==> config.mk <==
export PLATFORM = sky130hd
export DESIGN_NAME = mpm_pin_mode
export DESIGN_NICKNAME = d
export VERILOG_FILES = /design/src/shared/mpm_pkg.sv /design/src/hdl/mpm_pin_mode.sv /design/src/hdl/mpm_sync.sv /design/src/hdl/mpm_irq_drv.sv
export SDC_FILE = /design/constraint.sdc
export NUM_CORES = 1
export LEC_CHECK = 0
export ABC_AREA = 1
export BUFFER_PORTS_ARGS = -buffer_cell sky130_fd_sc_hd__buf_4
export CORE_ASPECT_RATIO = 2
export CORE_MARGIN = 2
export CORE_UTILIZATION = 32
export CTS_CLUSTER_DIAMETER = 80
export DETAILED_ROUTE_END_ITERATION = 16
export GPL_TIMING_DRIVEN = 0
export PLACE_DENSITY = 0.46
export SETUP_SLACK_MARGIN = 0.5
export SLEW_MARGIN = 20
export SYNTH_ARGS = -nofsm -noshare
export SYNTH_HDL_FRONTEND = slang
export SYNTH_SLANG_ARGS = --single-unit
export TNS_END_PERCENT = 5
==> constraint.sdc <==
create_clock -name CLK_SYS -period 2 [get_ports CLK_SYS]
set_input_delay 0.4 -clock CLK_SYS [delete_from_list [all_inputs] [get_ports CLK_SYS]]
set_output_delay 0.4 -clock CLK_SYS [all_outputs]
set_load 0.03 [all_outputs]
==> src/shared/mpm_pkg.sv <==
package mpm_pkg;

   // Boot-mode strap values
   localparam logic BOOT_DEFAULT = 1'b0;
   localparam logic BOOT_MOTION  = 1'b1;

   // Host-interface strap values
   localparam logic IF_I2C = 1'b0;
   localparam logic IF_SPI = 1'b1;

   // Idle level of pins held high by a pull-up or by the host
   localparam logic PIN_IDLE_HIGH = 1'b1;

   // Interrupt pin type encoding
   typedef enum logic [1:0]
   {
      MPM_PIN_PUSH_PULL   = 2'h0,
      MPM_PIN_OPEN_DRAIN  = 2'h1,
      MPM_PIN_OPEN_SOURCE = 2'h2,
      MPM_PIN_INPUT       = 2'h3
   } mpm_pin_type_t;

   // Two-way pin carrier
   typedef struct packed
   {
      logic o;
      logic oe;
   } mpm_pin_drv_t;

   // Timing
   localparam int CLK_HZ               = 40000000;
   localparam int HIB_ENTRY_LOW_US     = 500;
   localparam int MOTION_PULSE_US      = 250;
   localparam int HIB_ENTRY_CYCLES     = (CLK_HZ / 1000000) * HIB_ENTRY_LOW_US;
   localparam int MOTION_PULSE_CYCLES  = (CLK_HZ / 1000000) * MOTION_PULSE_US;
   localparam int CNT_W                = 24;

   // Synchroniser depth
   localparam int SYNC_STAGES = 3;

endpackage : mpm_pkg

==> src/hdl/mpm_pin_mode.sv <==
`timescale 1ns/1ps
module mpm_pin_mode
(
   // Clock and reset
   input  wire logic                   CLK_SYS,
   input  wire logic                   SYS_RST,
   // Straps
   input  wire logic                   BOOT_MODE_STRAP,
   input  wire logic                   HOST_INTERFACE_SELECT,
   input  wire logic                   ADDR_LSB_SELECT,
   // Core status and control
   input  wire logic                   BOOT_DONE,
   input  wire logic                   MOTION_EVENT,
   input  wire logic                   IRQ_FIRST,
   input  wire logic                   IRQ_SECOND,
   input  wire logic                   PIN2_TRIGGER_MODE,
   input  wire mpm_pkg::mpm_pin_type_t IRQ_FIRST_TYPE,
   input  wire mpm_pkg::mpm_pin_type_t IRQ_SECOND_TYPE,
   input  wire logic                   TYPE_WRITE,
   input  wire logic                   SPI_THREE_WIRE,
   input  wire logic                   SPI_MISO_DATA,
   input  wire logic                   SPI_MISO_ACTIVE,
   input  wire logic                   SERIAL_SDA_DATA,
   input  wire logic                   SERIAL_SDA_OE,
   input  wire logic                   HIB_REQUEST,
   // Pins
   input  wire logic                   CS_N_PIN,
   input  wire logic                   PIN1_IN,
   output logic                        PIN1_O,
   output logic                        PIN1_OE,
   input  wire logic                   PIN2_IN,
   output logic                        PIN2_O,
   output logic                        PIN2_OE,
   output logic                        MISO_O,
   output logic                        MISO_OE,
   output logic                        SDA_O,
   output logic                        SDA_OE,
   // Status to core
   output logic                        MOTION_MODE,
   output logic                        SPI_SELECTED,
   output logic                        I2C_ADDR_LSB,
   output logic                        CHIP_SELECT,
   output logic                        MEASURE_TRIGGER,
   output logic                        MOTION_DETECT_EN,
   output logic                        HIBERNATE,
   output logic                        WAKE
);
   typedef enum logic [1:0] {ST_ACTIVE, ST_PULSE, ST_HIBERNATE} mpm_state_t;

   mpm_state_t                     state;
   logic                           strap_taken;
   logic                           motion_mode;
   logic                           spi_sel;
   logic                           cs_n_s;
   logic                           pin1_s;
   logic                           pin2_s;
   logic                           cs_n_q;
   logic [mpm_pkg::CNT_W-1:0]      low_cnt;
   logic [mpm_pkg::CNT_W-1:0]      pulse_cnt;
   logic                           long_low;
   logic                           wake_req;
   mpm_pkg::mpm_pin_type_t         type1;
   mpm_pkg::mpm_pin_type_t         type2;
   mpm_pkg::mpm_pin_drv_t          drv1;
   mpm_pkg::mpm_pin_drv_t          drv2;
   logic                           hib;
   logic [mpm_pkg::CNT_W-1:0]      pulse_seen;

   // Select and motion line idle high, so reset leaves no false edge or low time
   mpm_sync #(.RST_VAL(mpm_pkg::PIN_IDLE_HIGH)) u_sync_cs
      (.CLK_SYS(CLK_SYS), .SYS_RST(SYS_RST), .din(CS_N_PIN), .dout(cs_n_s));
   mpm_sync #(.RST_VAL(mpm_pkg::PIN_IDLE_HIGH)) u_sync_p1
      (.CLK_SYS(CLK_SYS), .SYS_RST(SYS_RST), .din(PIN1_IN), .dout(pin1_s));
   mpm_sync u_sync_p2 (.CLK_SYS(CLK_SYS), .SYS_RST(SYS_RST), .din(PIN2_IN), .dout(pin2_s));

   // Straps caught on first cycle after reset release, then frozen
   always_ff @(posedge CLK_SYS)
   begin
      if (SYS_RST)
      begin
         strap_taken <= 1'b0;
         motion_mode <= mpm_pkg::BOOT_DEFAULT;
         spi_sel     <= mpm_pkg::IF_I2C;
      end
      else if (!strap_taken)
      begin
         strap_taken <= 1'b1;
         motion_mode <= (BOOT_MODE_STRAP == mpm_pkg::BOOT_MOTION);
         spi_sel     <= (HOST_INTERFACE_SELECT == mpm_pkg::IF_SPI);
      end
   end

   // Address LSB follows the pin only in I2C mode
   always_ff @(posedge CLK_SYS)
   begin
      if (SYS_RST)
         I2C_ADDR_LSB <= 1'b0;
      else
         I2C_ADDR_LSB <= spi_sel ? 1'b0 : ADDR_LSB_SELECT;
   end

   // Motion-line low time
   always_ff @(posedge CLK_SYS)
   begin
      if (SYS_RST)
         low_cnt <= '0;
      else if (!motion_mode || state != ST_ACTIVE || pin1_s)
         low_cnt <= '0;
      else if (!long_low)
         low_cnt <= low_cnt + 1'b1;
   end
   assign long_low = (low_cnt > mpm_pkg::CNT_W'(mpm_pkg::HIB_ENTRY_CYCLES));

   always_ff @(posedge CLK_SYS)
   begin
      cs_n_q <= SYS_RST ? 1'b1 : cs_n_s;
   end
   assign wake_req = !motion_mode && cs_n_q && !cs_n_s;

   // Operating state
   always_ff @(posedge CLK_SYS)
   begin
      if (SYS_RST)
      begin
         state     <= ST_ACTIVE;
         pulse_cnt <= '0;
      end
      else
      begin
         case (state)
            ST_ACTIVE:
            begin
               if (motion_mode && long_low)
                  state <= ST_HIBERNATE;
               else if (!motion_mode && HIB_REQUEST)
                  state <= ST_HIBERNATE;
               else if (motion_mode && pin1_s && MOTION_EVENT)
               begin
                  state     <= ST_PULSE;
                  pulse_cnt <= '0;
               end
            end
            ST_PULSE:
            begin
               if (pulse_cnt == mpm_pkg::CNT_W'(mpm_pkg::MOTION_PULSE_CYCLES - 1))
                  state <= ST_ACTIVE;
               else
                  pulse_cnt <= pulse_cnt + 1'b1;
            end
            ST_HIBERNATE:
            begin
               if (motion_mode ? pin1_s : wake_req)
                  state <= ST_ACTIVE;
            end
            default:
               state <= ST_ACTIVE;
         endcase
      end
   end
   assign hib = (state == ST_HIBERNATE);

   // Interrupt pin types, held at push-pull during reset and for as long as hibernate lasts
   always_ff @(posedge CLK_SYS)
   begin
      if (SYS_RST || hib)
      begin
         type1 <= mpm_pkg::MPM_PIN_PUSH_PULL;
         type2 <= mpm_pkg::MPM_PIN_PUSH_PULL;
      end
      else if (TYPE_WRITE)
      begin
         type1 <= IRQ_FIRST_TYPE;
         type2 <= IRQ_SECOND_TYPE;
      end
   end

   mpm_irq_drv u_drv1
   (
      .pin_type (type1),
      .irq      (IRQ_FIRST),
      .tristate (hib || motion_mode),
      .drv      (drv1)
   );

   mpm_irq_drv u_drv2
   (
      .pin_type (type2),
      .irq      (IRQ_SECOND),
      .tristate (hib || motion_mode || PIN2_TRIGGER_MODE),
      .drv      (drv2)
   );

   // Pin outputs
   always_comb
   begin
      PIN1_O  = drv1.o;
      PIN1_OE = drv1.oe;
      if (motion_mode)
      begin
         PIN1_O  = 1'b0;
         PIN1_OE = (state == ST_PULSE);
      end
      PIN2_O  = drv2.o;
      PIN2_OE = drv2.oe;
      if (motion_mode)
      begin
         PIN2_O  = 1'b0;
         PIN2_OE = !hib && !BOOT_DONE;
      end
      MISO_O  = SPI_MISO_DATA;
      MISO_OE = !hib && spi_sel && !SPI_THREE_WIRE && SPI_MISO_ACTIVE;
      SDA_O   = SERIAL_SDA_DATA;
      SDA_OE  = !hib && SERIAL_SDA_OE;
   end

   assign MOTION_MODE      = motion_mode;
   assign SPI_SELECTED     = spi_sel;
   assign CHIP_SELECT      = spi_sel && !hib && !cs_n_s;
   assign MEASURE_TRIGGER  = !motion_mode && PIN2_TRIGGER_MODE && !hib && pin2_s;
   assign MOTION_DETECT_EN = motion_mode && !hib && pin1_s;
   assign HIBERNATE        = hib;
   assign WAKE             = (state == ST_HIBERNATE) && (motion_mode ? pin1_s : wake_req);

   // Assertions
   property p_strap_hold;
      @(posedge CLK_SYS) disable iff (SYS_RST)
      strap_taken |=> $stable(motion_mode);
   endproperty
   a_strap_hold: assert property (p_strap_hold) else $error("strap changed");

   property p_pin2_od;
      @(posedge CLK_SYS) disable iff (SYS_RST)
      motion_mode && PIN2_OE |-> !PIN2_O;
   endproperty
   a_pin2_od: assert property (p_pin2_od) else $error("pin2 drives high");

   property p_trig_quiet;
      @(posedge CLK_SYS) disable iff (SYS_RST)
      !motion_mode && PIN2_TRIGGER_MODE |-> !PIN2_OE;
   endproperty
   a_trig_quiet: assert property (p_trig_quiet) else $error("trigger pin driven");

   property p_no_wake_motion;
      @(posedge CLK_SYS) disable iff (SYS_RST)
      motion_mode && hib && !pin1_s |=> hib;
   endproperty
   a_no_wake_motion: assert property (p_no_wake_motion) else $error("bad wake");

   // Checker count of the cycles the motion line is pulled low
   always_ff @(posedge CLK_SYS)
   begin
      if (SYS_RST || !(motion_mode && PIN1_OE))
         pulse_seen <= '0;
      else
         pulse_seen <= pulse_seen + 1'b1;
   end

   property p_pulse_len;
      @(posedge CLK_SYS) disable iff (SYS_RST)
      motion_mode && $past(motion_mode) && $fell(PIN1_OE)
         |-> pulse_seen == mpm_pkg::CNT_W'(mpm_pkg::MOTION_PULSE_CYCLES);
   endproperty
   a_pulse_len: assert property (p_pulse_len) else $error("pulse length wrong");

   property p_hib_entry;
      @(posedge CLK_SYS) disable iff (SYS_RST)
      motion_mode && state == ST_ACTIVE && long_low |=> hib;
   endproperty
   a_hib_entry: assert property (p_hib_entry) else $error("no hibernate");

   property p_hib_pins;
      @(posedge CLK_SYS) disable iff (SYS_RST)
      hib |-> !PIN2_OE && !MISO_OE && !SDA_OE && !PIN1_OE;
   endproperty
   a_hib_pins: assert property (p_hib_pins) else $error("pin driven in hibernate");

   property p_type_default;
      @(posedge CLK_SYS) disable iff (SYS_RST)
      $fell(hib) |-> type1 == mpm_pkg::MPM_PIN_PUSH_PULL;
   endproperty
   a_type_default: assert property (p_type_default) else $error("type not reset");

   property p_three_wire;
      @(posedge CLK_SYS) disable iff (SYS_RST)
      SPI_THREE_WIRE |-> !MISO_OE;
   endproperty
   a_three_wire: assert property (p_three_wire) else $error("miso in 3-wire");

   property p_addr;
      @(posedge CLK_SYS) disable iff (SYS_RST)
      strap_taken && !spi_sel |=> I2C_ADDR_LSB == $past(ADDR_LSB_SELECT);
   endproperty
   a_addr: assert property (p_addr) else $error("address lsb wrong");

   c_hib:   cover property (@(posedge CLK_SYS) disable iff (SYS_RST) $rose(hib));
   c_wake:  cover property (@(posedge CLK_SYS) disable iff (SYS_RST) $fell(hib));
   c_pulse: cover property (@(posedge CLK_SYS) disable iff (SYS_RST) $rose(state == ST_PULSE));
endmodule : mpm_pin_mode

==> src/hdl/mpm_sync.sv <==
`timescale 1ns/1ps
module mpm_sync
#(
   // Level held through reset, matching the pin's idle level
   parameter logic RST_VAL = 1'b0
)
(
   // Clock and reset
   input  wire logic CLK_SYS,
   input  wire logic SYS_RST,
   // Data
   input  wire logic din,
   output logic      dout
);
   logic [2:0] stage;

   // Third and second agree before a change is taken
   always_ff @(posedge CLK_SYS)
   begin
      if (SYS_RST)
         stage <= {3{RST_VAL}};
      else
         stage <= {stage[1:0], din};
   end

   always_ff @(posedge CLK_SYS)
   begin
      if (SYS_RST)
         dout <= RST_VAL;
      else if (stage[2] == stage[1])
         dout <= stage[2];
   end
endmodule : mpm_sync

==> src/hdl/mpm_irq_drv.sv <==
`timescale 1ns/1ps
module mpm_irq_drv
(
   // Configuration
   input  wire mpm_pkg::mpm_pin_type_t pin_type,
   input  wire logic                   irq,
   input  wire logic                   tristate,
   // Pin drive
   output mpm_pkg::mpm_pin_drv_t       drv
);
   // Output type shapes only the enable; the driven level is always irq
   always_comb
   begin
      drv.o  = irq;
      drv.oe = 1'b0;
      if (!tristate)
      begin
         case (pin_type)
            mpm_pkg::MPM_PIN_PUSH_PULL:   drv.oe = 1'b1;
            mpm_pkg::MPM_PIN_OPEN_DRAIN:  drv.oe = !irq;
            mpm_pkg::MPM_PIN_OPEN_SOURCE: drv.oe = irq;
            default:                      drv.oe = 1'b0;
         endcase
      end
   end
endmodule : mpm_irq_drv

# Word-level counts from Yosys, hierarchy flattened
# Index checks and enable logic that the tools add are counted.
# word_totals
input_bits,24
out_inout_bits,16
reg_bits,71
# op_classes
n_eq_ne,17
mux,21
reduce_logical,39
n_addsub,2
order_cmp,1
# ops
cell,count
$mux W24,4
$add A24 B1 Y24 const B,2
$pmux W24 S2,1
$eq A24 B14 Y1 const B,1
$gt A24 B15 Y1 const B,1
$logic_and A1 B1 Y1,18
$mux W2,5
$ne A2 B2 Y1 const B,5
$mux W1,8
$logic_not A1 Y1,7
$eq A2 B1 Y1 const B,3
$eq A2 B2 Y1 const B,3
$logic_not A2 Y1,3
$pmux W1 S3,2
$pmux W2 S3,1
$logic_or A1 B1 Y1,5
$reduce_and A5 Y1,1
$ne A4 B4 Y1 const B,1
$reduce_bool A2 Y1,2
$reduce_or A2 Y1,2
$eq A1 B1 Y1,3
$reduce_and A3 Y1,1
$ne A2 B1 Y1 const B,1

# Depth between registers and ports, before layout
# depth
word_depth,6
mapped_depth,12
ltp_nobuf,12

# Modules after synthesis
# Synthesis repeated with hierarchy kept, for this count alone.
# unflattened
cells_unflattened,578
area_unflattened_um2,3885.0
# by_module_without_submodules
module,n_inst,seq_area_each_um2,cells_per_inst,area_each_um2
mpm_pin_mode,1,1181.1,521,3445.8
mpm_sync at u_sync_cs ...,2,80.1,15,128.9
mpm_sync at u_sync_p2,1,80.1,13,121.4
mpm_irq_drv,2,0.0,7,30.0

# Worst setup path after synthesis
# OpenSTA, ideal clock, no wires.
# synth_timing
path_kind,register -> output
start,"reg motion_mode, in the netlist MOTION_MODE"
end,out PIN2_OE
t_arrival_ns,1.652
path_stages_with_launch,4
path_slack_ns,-0.052
path_cell_list,dfxtp_1 > clkbuf_1 > inv_1 > o31ai_1
# synth_via
elab_chain_cells,4
# synth_rtl
element,line,text
"start, declared",mpm_pin_mode.sv:52,logic motion_mode;
"start signal, assigned",mpm_pin_mode.sv:82,motion_mode <= mpm_pkg::BOOT_DEFAULT;
"start signal, assigned",mpm_pin_mode.sv:88,motion_mode <= (BOOT_MODE_STRAP == mpm_pkg::BOOT_MOTION);
$logic_or A1 B1 Y1 (2 in a row),mpm_pin_mode.sv:189,".tristate (hib || motion_mode || PIN2_TRIGGER_MODE),"
$mux W1,mpm_irq_drv.sv:16,if (!tristate)
$mux W1 (*),mpm_pin_mode.sv:205,if (motion_mode)
"end, declared",mpm_pin_mode.sv:33,"output logic PIN2_OE,"
# Mark *: on every way between the ends. The rest lies on a longest branch, timed or not.

# Worst setup path after layout
# layout_timing
start,"reg motion_mode, in the netlist MOTION_MODE"
end,out WAKE
# layout_via
elab_chain_cells,5
# layout_rtl
element,line,text
$logic_not A1 Y1,mpm_pin_mode.sv:118,assign wake_req = !motion_mode && cs_n_q && !cs_n_s;
$logic_and A1 B1 Y1 (2 in a row),mpm_pin_mode.sv:118,
$mux W1 (*),mpm_pin_mode.sv:222,assign WAKE = (state == ST_HIBERNATE) && (motion_mode ? pin1_s : wake_req);
$logic_and A1 B1 Y1 (*),mpm_pin_mode.sv:222,
"end, declared",mpm_pin_mode.sv:46,output logic WAKE
# Marks and branches as above.

==> impl_metrics.py <==
metrics = {
    "route": {
        "avgRoutedWirePerCell_um": 14.2,
        "ant_nets": 0,
        "drc": 0,
        "vias_per_cell": 4.81,
        "drt_iter0_drc": 108,
        "via_count": 3760,
        "wl_um": 11100,
        "drt_pass1_iterations": 4,
    },
    "yosys": {
        "synth_top_area_cell": "dfxtp_1",
        "syn_area_um2": 3790,
        "synth_seq_area_share_pct": 37.5,
        "ys_ff_latch": 71,
        "synthCells": 558,
        "yosys-top-cells-area": "dfxtp_1 38%, nand2_1 11%, nor2_1 8.4%",
        "synthesis.nets": 585,
        "yosys.area.top_type_share_pct": 37.5,
        "syn_avg_cell_area_um2": 6.79,
        "synth_warnings": 0,
        "synth.distinct_cells": 32,
    },
    "global_route": {
        "grt_pass1_wl_um": 17800,
        "track_usage_pct": 18.4,
        "antenna_found_initial": 0,
        "grt_pass1_vias": 3630,
        "grt_max_degree": 13,
        "grt_overflow": 0,
    },
    "power": {
        "power.density_nw_per_um2": 733,
        "finalPower_mw": 3.77,
        "p_leak_nw": 1.95,
        "pwr-share-comb_pct": 10.0,
        "switching_share_pct": 22.4,
        "internal_power_mw": 2.92,
        "vdd.ir_drop.worst_v": 0.000392,
        "p_seq_share_pct": 38.4,
        "p_clk_share_pct": 51.6,
        "switchingPower_mw": 0.844,
    },
    "timing": {
        "fin_crit_sh_pct": 85.3,
        "setup_viol": 0,
        "post-route-min-period_ps": 1710,
        "holdWs_ps": 253,
        "finalHoldViolations": 0,
        "clock_skew_ps": 6.07,
        "fmax_mhz": 586,
        "worstMarginPinSlew_ps": 788,
        "fin_setup_tns_ps": 0,
        "grt_setup_unrepaired": "yes",
        "final.setup.worst_slack_ps": 294,
        "slew_headroom_pct": 47.5,
        "slew_viol_final": 0,
    },
    "final_layout": {
        "syn2layout_area_growth_pct": 35.8,
        "antennaDiodeCount": 0,
        "drive_above_1_share_pct": 33.0,
        "nets": 658,
        "fill_cells": 1251,
        "final-seq-area_um2": 1460,
        "multi_input_area_um2": 2250,
    },
    "place": {
        "portBuffers": 36,
        "dp_hpwl_um": 8260,
        "routabilityCongestion": 0.947,
        "place_ws_ps": 14.5,
    },
    "worst_setup_path": {
        "critPathLaunchType": "flop",
        "path_cells": "clkbuf_8, nand2_2, inv_2, a31oi_4, nor2_2, buf_6",
        "slowest_stage": "dfxtp_2",
        "r2r_slack_ps": 310,
        "path_depth": 6,
        "crit_type": "flop to output port",
        "critical_path.startpoint": "MOTION_MODE",
        "r2r_start": "low_cnt[10]",
        "required_ps": 1600,
        "cp-endpoint": "WAKE",
        "critPathCaptureType": "output port",
        "worst_path_largest_cell_delay_ps": 320,
        "ff2ff_path_depth": 10,
        "cpLargestDelayFamily": "buffers and inverters",
        "path_max_fanout": 6,
        "rr_endpoint": "pulse_cnt[8]",
        "path_buf_inv": 3,
        "critPathArrivalTime_ps": 1310,
    },
    "floorplanning": {
        "io_pins": 40,
        "rows": 56,
        "die-area_um2": 12800,
        "die_w_um": 80.9,
        "die_h_um": 158,
        "fp.coreArea_um2": 11600,
        "start_util_pct": 32.6,
    },
    "cts": {
        "cts_inserted_buffers": 9,
        "h-tree-depth": 3,
        "ctsLongestPathBuffers": 2,
        "cts_tree": "built",
        "ctsHoldBuffers": 0,
        "insertion_delay_ps": 330,
        "clockRootBuffer": "clkbuf_16",
        "cts.clk_slew.worst_paths_ps": 60,
        "clock-sinks": 71,
    },
    "run_status": {
        "status": "finished clean",
    },
    "min_path": {
        "hold_class": "input port to flop",
    },
    "run": {
        "cap_violations": 0,
    },
}
layout make-up:
class | count | area share, %
timing repair buffer | 62 | 9.90
multi-input combinational | 406 | 43.8
clock inverter | 4 | 1.92
sequential | 71 | 28.3
inverter | 68 | 5.09
buffer | 13 | 2.21
tap | 145 | 3.53
clock buffer | 12 | 5.18
sequential cells by signal, summed over array words and instances, names as in the netlist, 2 cells and up:
signal	flops
pulse_cnt	24
low_cnt	24
u_sync_p2.stage	3
u_sync_p1.stage	3
type2	2
state	2
type1	2
u_sync_cs.stage	3
cell usage in the layout, fill, tap and decap left out, types with 7 or more instances in the layout:
cell type / n
nand4_1: 9
o21ai_0: 13
nor3_1: 11
buf_4: 60
dfxtp_2: 11
a21oi_2: 19
or2_2: 11
nor2_2: 9
a21oi_1: 28
dfxtp_1: 54
inv_1: 59
nand2_1: 112
nand3_1: 50
nor2_1: 72
nor2_4: 10
clkbuf_16: 9
inv_2: 7
nand2_2: 24
cell families (layout without fill, tap and decap cells):
| group | after synthesis | after routing | share of synthesized area (%) |
|---|---|---|---|
| AO/OA/AOI/OAI | 67 | 67 | 10.9 |
| XOR/XNOR | 8 | 8 | 1.85 |
| flip-flops | 71 | 71 | 37.5 |
| buffers and inverters | 81 | 159 | 9.28 |
| AND/OR/NAND/NOR | 328 | 328 | 39.4 |
| adder cells (fa/ha/maj) | 3 | 3 | 0.991 |
worst min path at each step:
stage / from / end / slack (ps) / depth (start not counted)
floorplan: u_sync_p2.stage[0] / u_sync_p2.stage[1] / 390 / 2
global placement: u_sync_p2.stage[0] / u_sync_p2.stage[1] / 390 / 2
detailed placement: u_sync_p1.stage[0] / u_sync_p1.stage[1] / 400 / 1
CTS: CS_N_PIN / u_sync_cs.stage[0] / 240 / 2
global route: CS_N_PIN / u_sync_cs.stage[0] / 250 / 2
finish: CS_N_PIN / u_sync_cs.stage[0] / 250 / 2
cells in the mapped netlist:
master,count
xor2_1,6
a31oi_1,2
a21o_1,1
nand2_2,21
nor3_1,18
a21oi_1,28
nand3_4,1
o21ai_0,15
o31ai_1,1
nor2_1,85
buf_2,3
inv_1,67
or2_2,11
nor3b_1,1
nor2_4,1
buf_12,2
buf_1,2
nand3_1,56
nand4_1,9
and3_1,2
o21ai_1,1
dfxtp_1,71
a21oi_2,19
inv_2,1
nand2_4,1
nand2_1,116
nor2_2,5
nand2_8,1
buf_4,3
ha_1,3
clkbuf_1,3
xnor2_1,2
layer usage:
layer	part of all wire, %	global-route usage (%)	up-vias
met5	0	0	-
li1	-	-	1931
met4	4.0	9.28	0
met2	58	36.3	71
met1	35	17.7	1729
met3	2.5	2.51	29
worst reg2reg max path: cells and delay by family, from the launching register on:
kind	cells	cell delay, ps
compound gates	1	110
buf+inv	2	230
flops	1	380
simple gates	7	890
per-stage QoR:
| step | instance area, um2 | util (%) | instances |
|---|---|---|---|
| 2_1_floorplan | 3850 | - | 558 |
| 3_3_place_gp | 4300 | 37.0 | 739 |
| 3_5_place_dp | 4300 | 37.0 | 739 |
| 4_1_cts | 5000 | 43.0 | 778 |
| 5_1_grt | 5140 | 44.2 | 781 |
| 6_report | 5140 | 44.2 | 781 |
repair_timing:
| item | CTS | global route |
|---|---|---|
| pin swaps | 14 | 14 |
| gates cloned | 1 | 0 |
| resized for setup | 47 | 35 |
| buffers inserted | 22 | 3 |
| setup endpoints to repair | 61 | 61 |
power by group through the flow:
stage	combinational [mW]	clock [mW]	sequential, mW
2_1_floorplan	0.186	0	1.49
3_3_place_gp	0.303	0	1.48
3_5_place_dp	0.303	0	1.48
4_1_cts	0.383	2.00	1.45
5_1_grt	0.406	2.06	1.45
6_report	0.377	1.94	1.45
(Power assumes the default switching activity.)
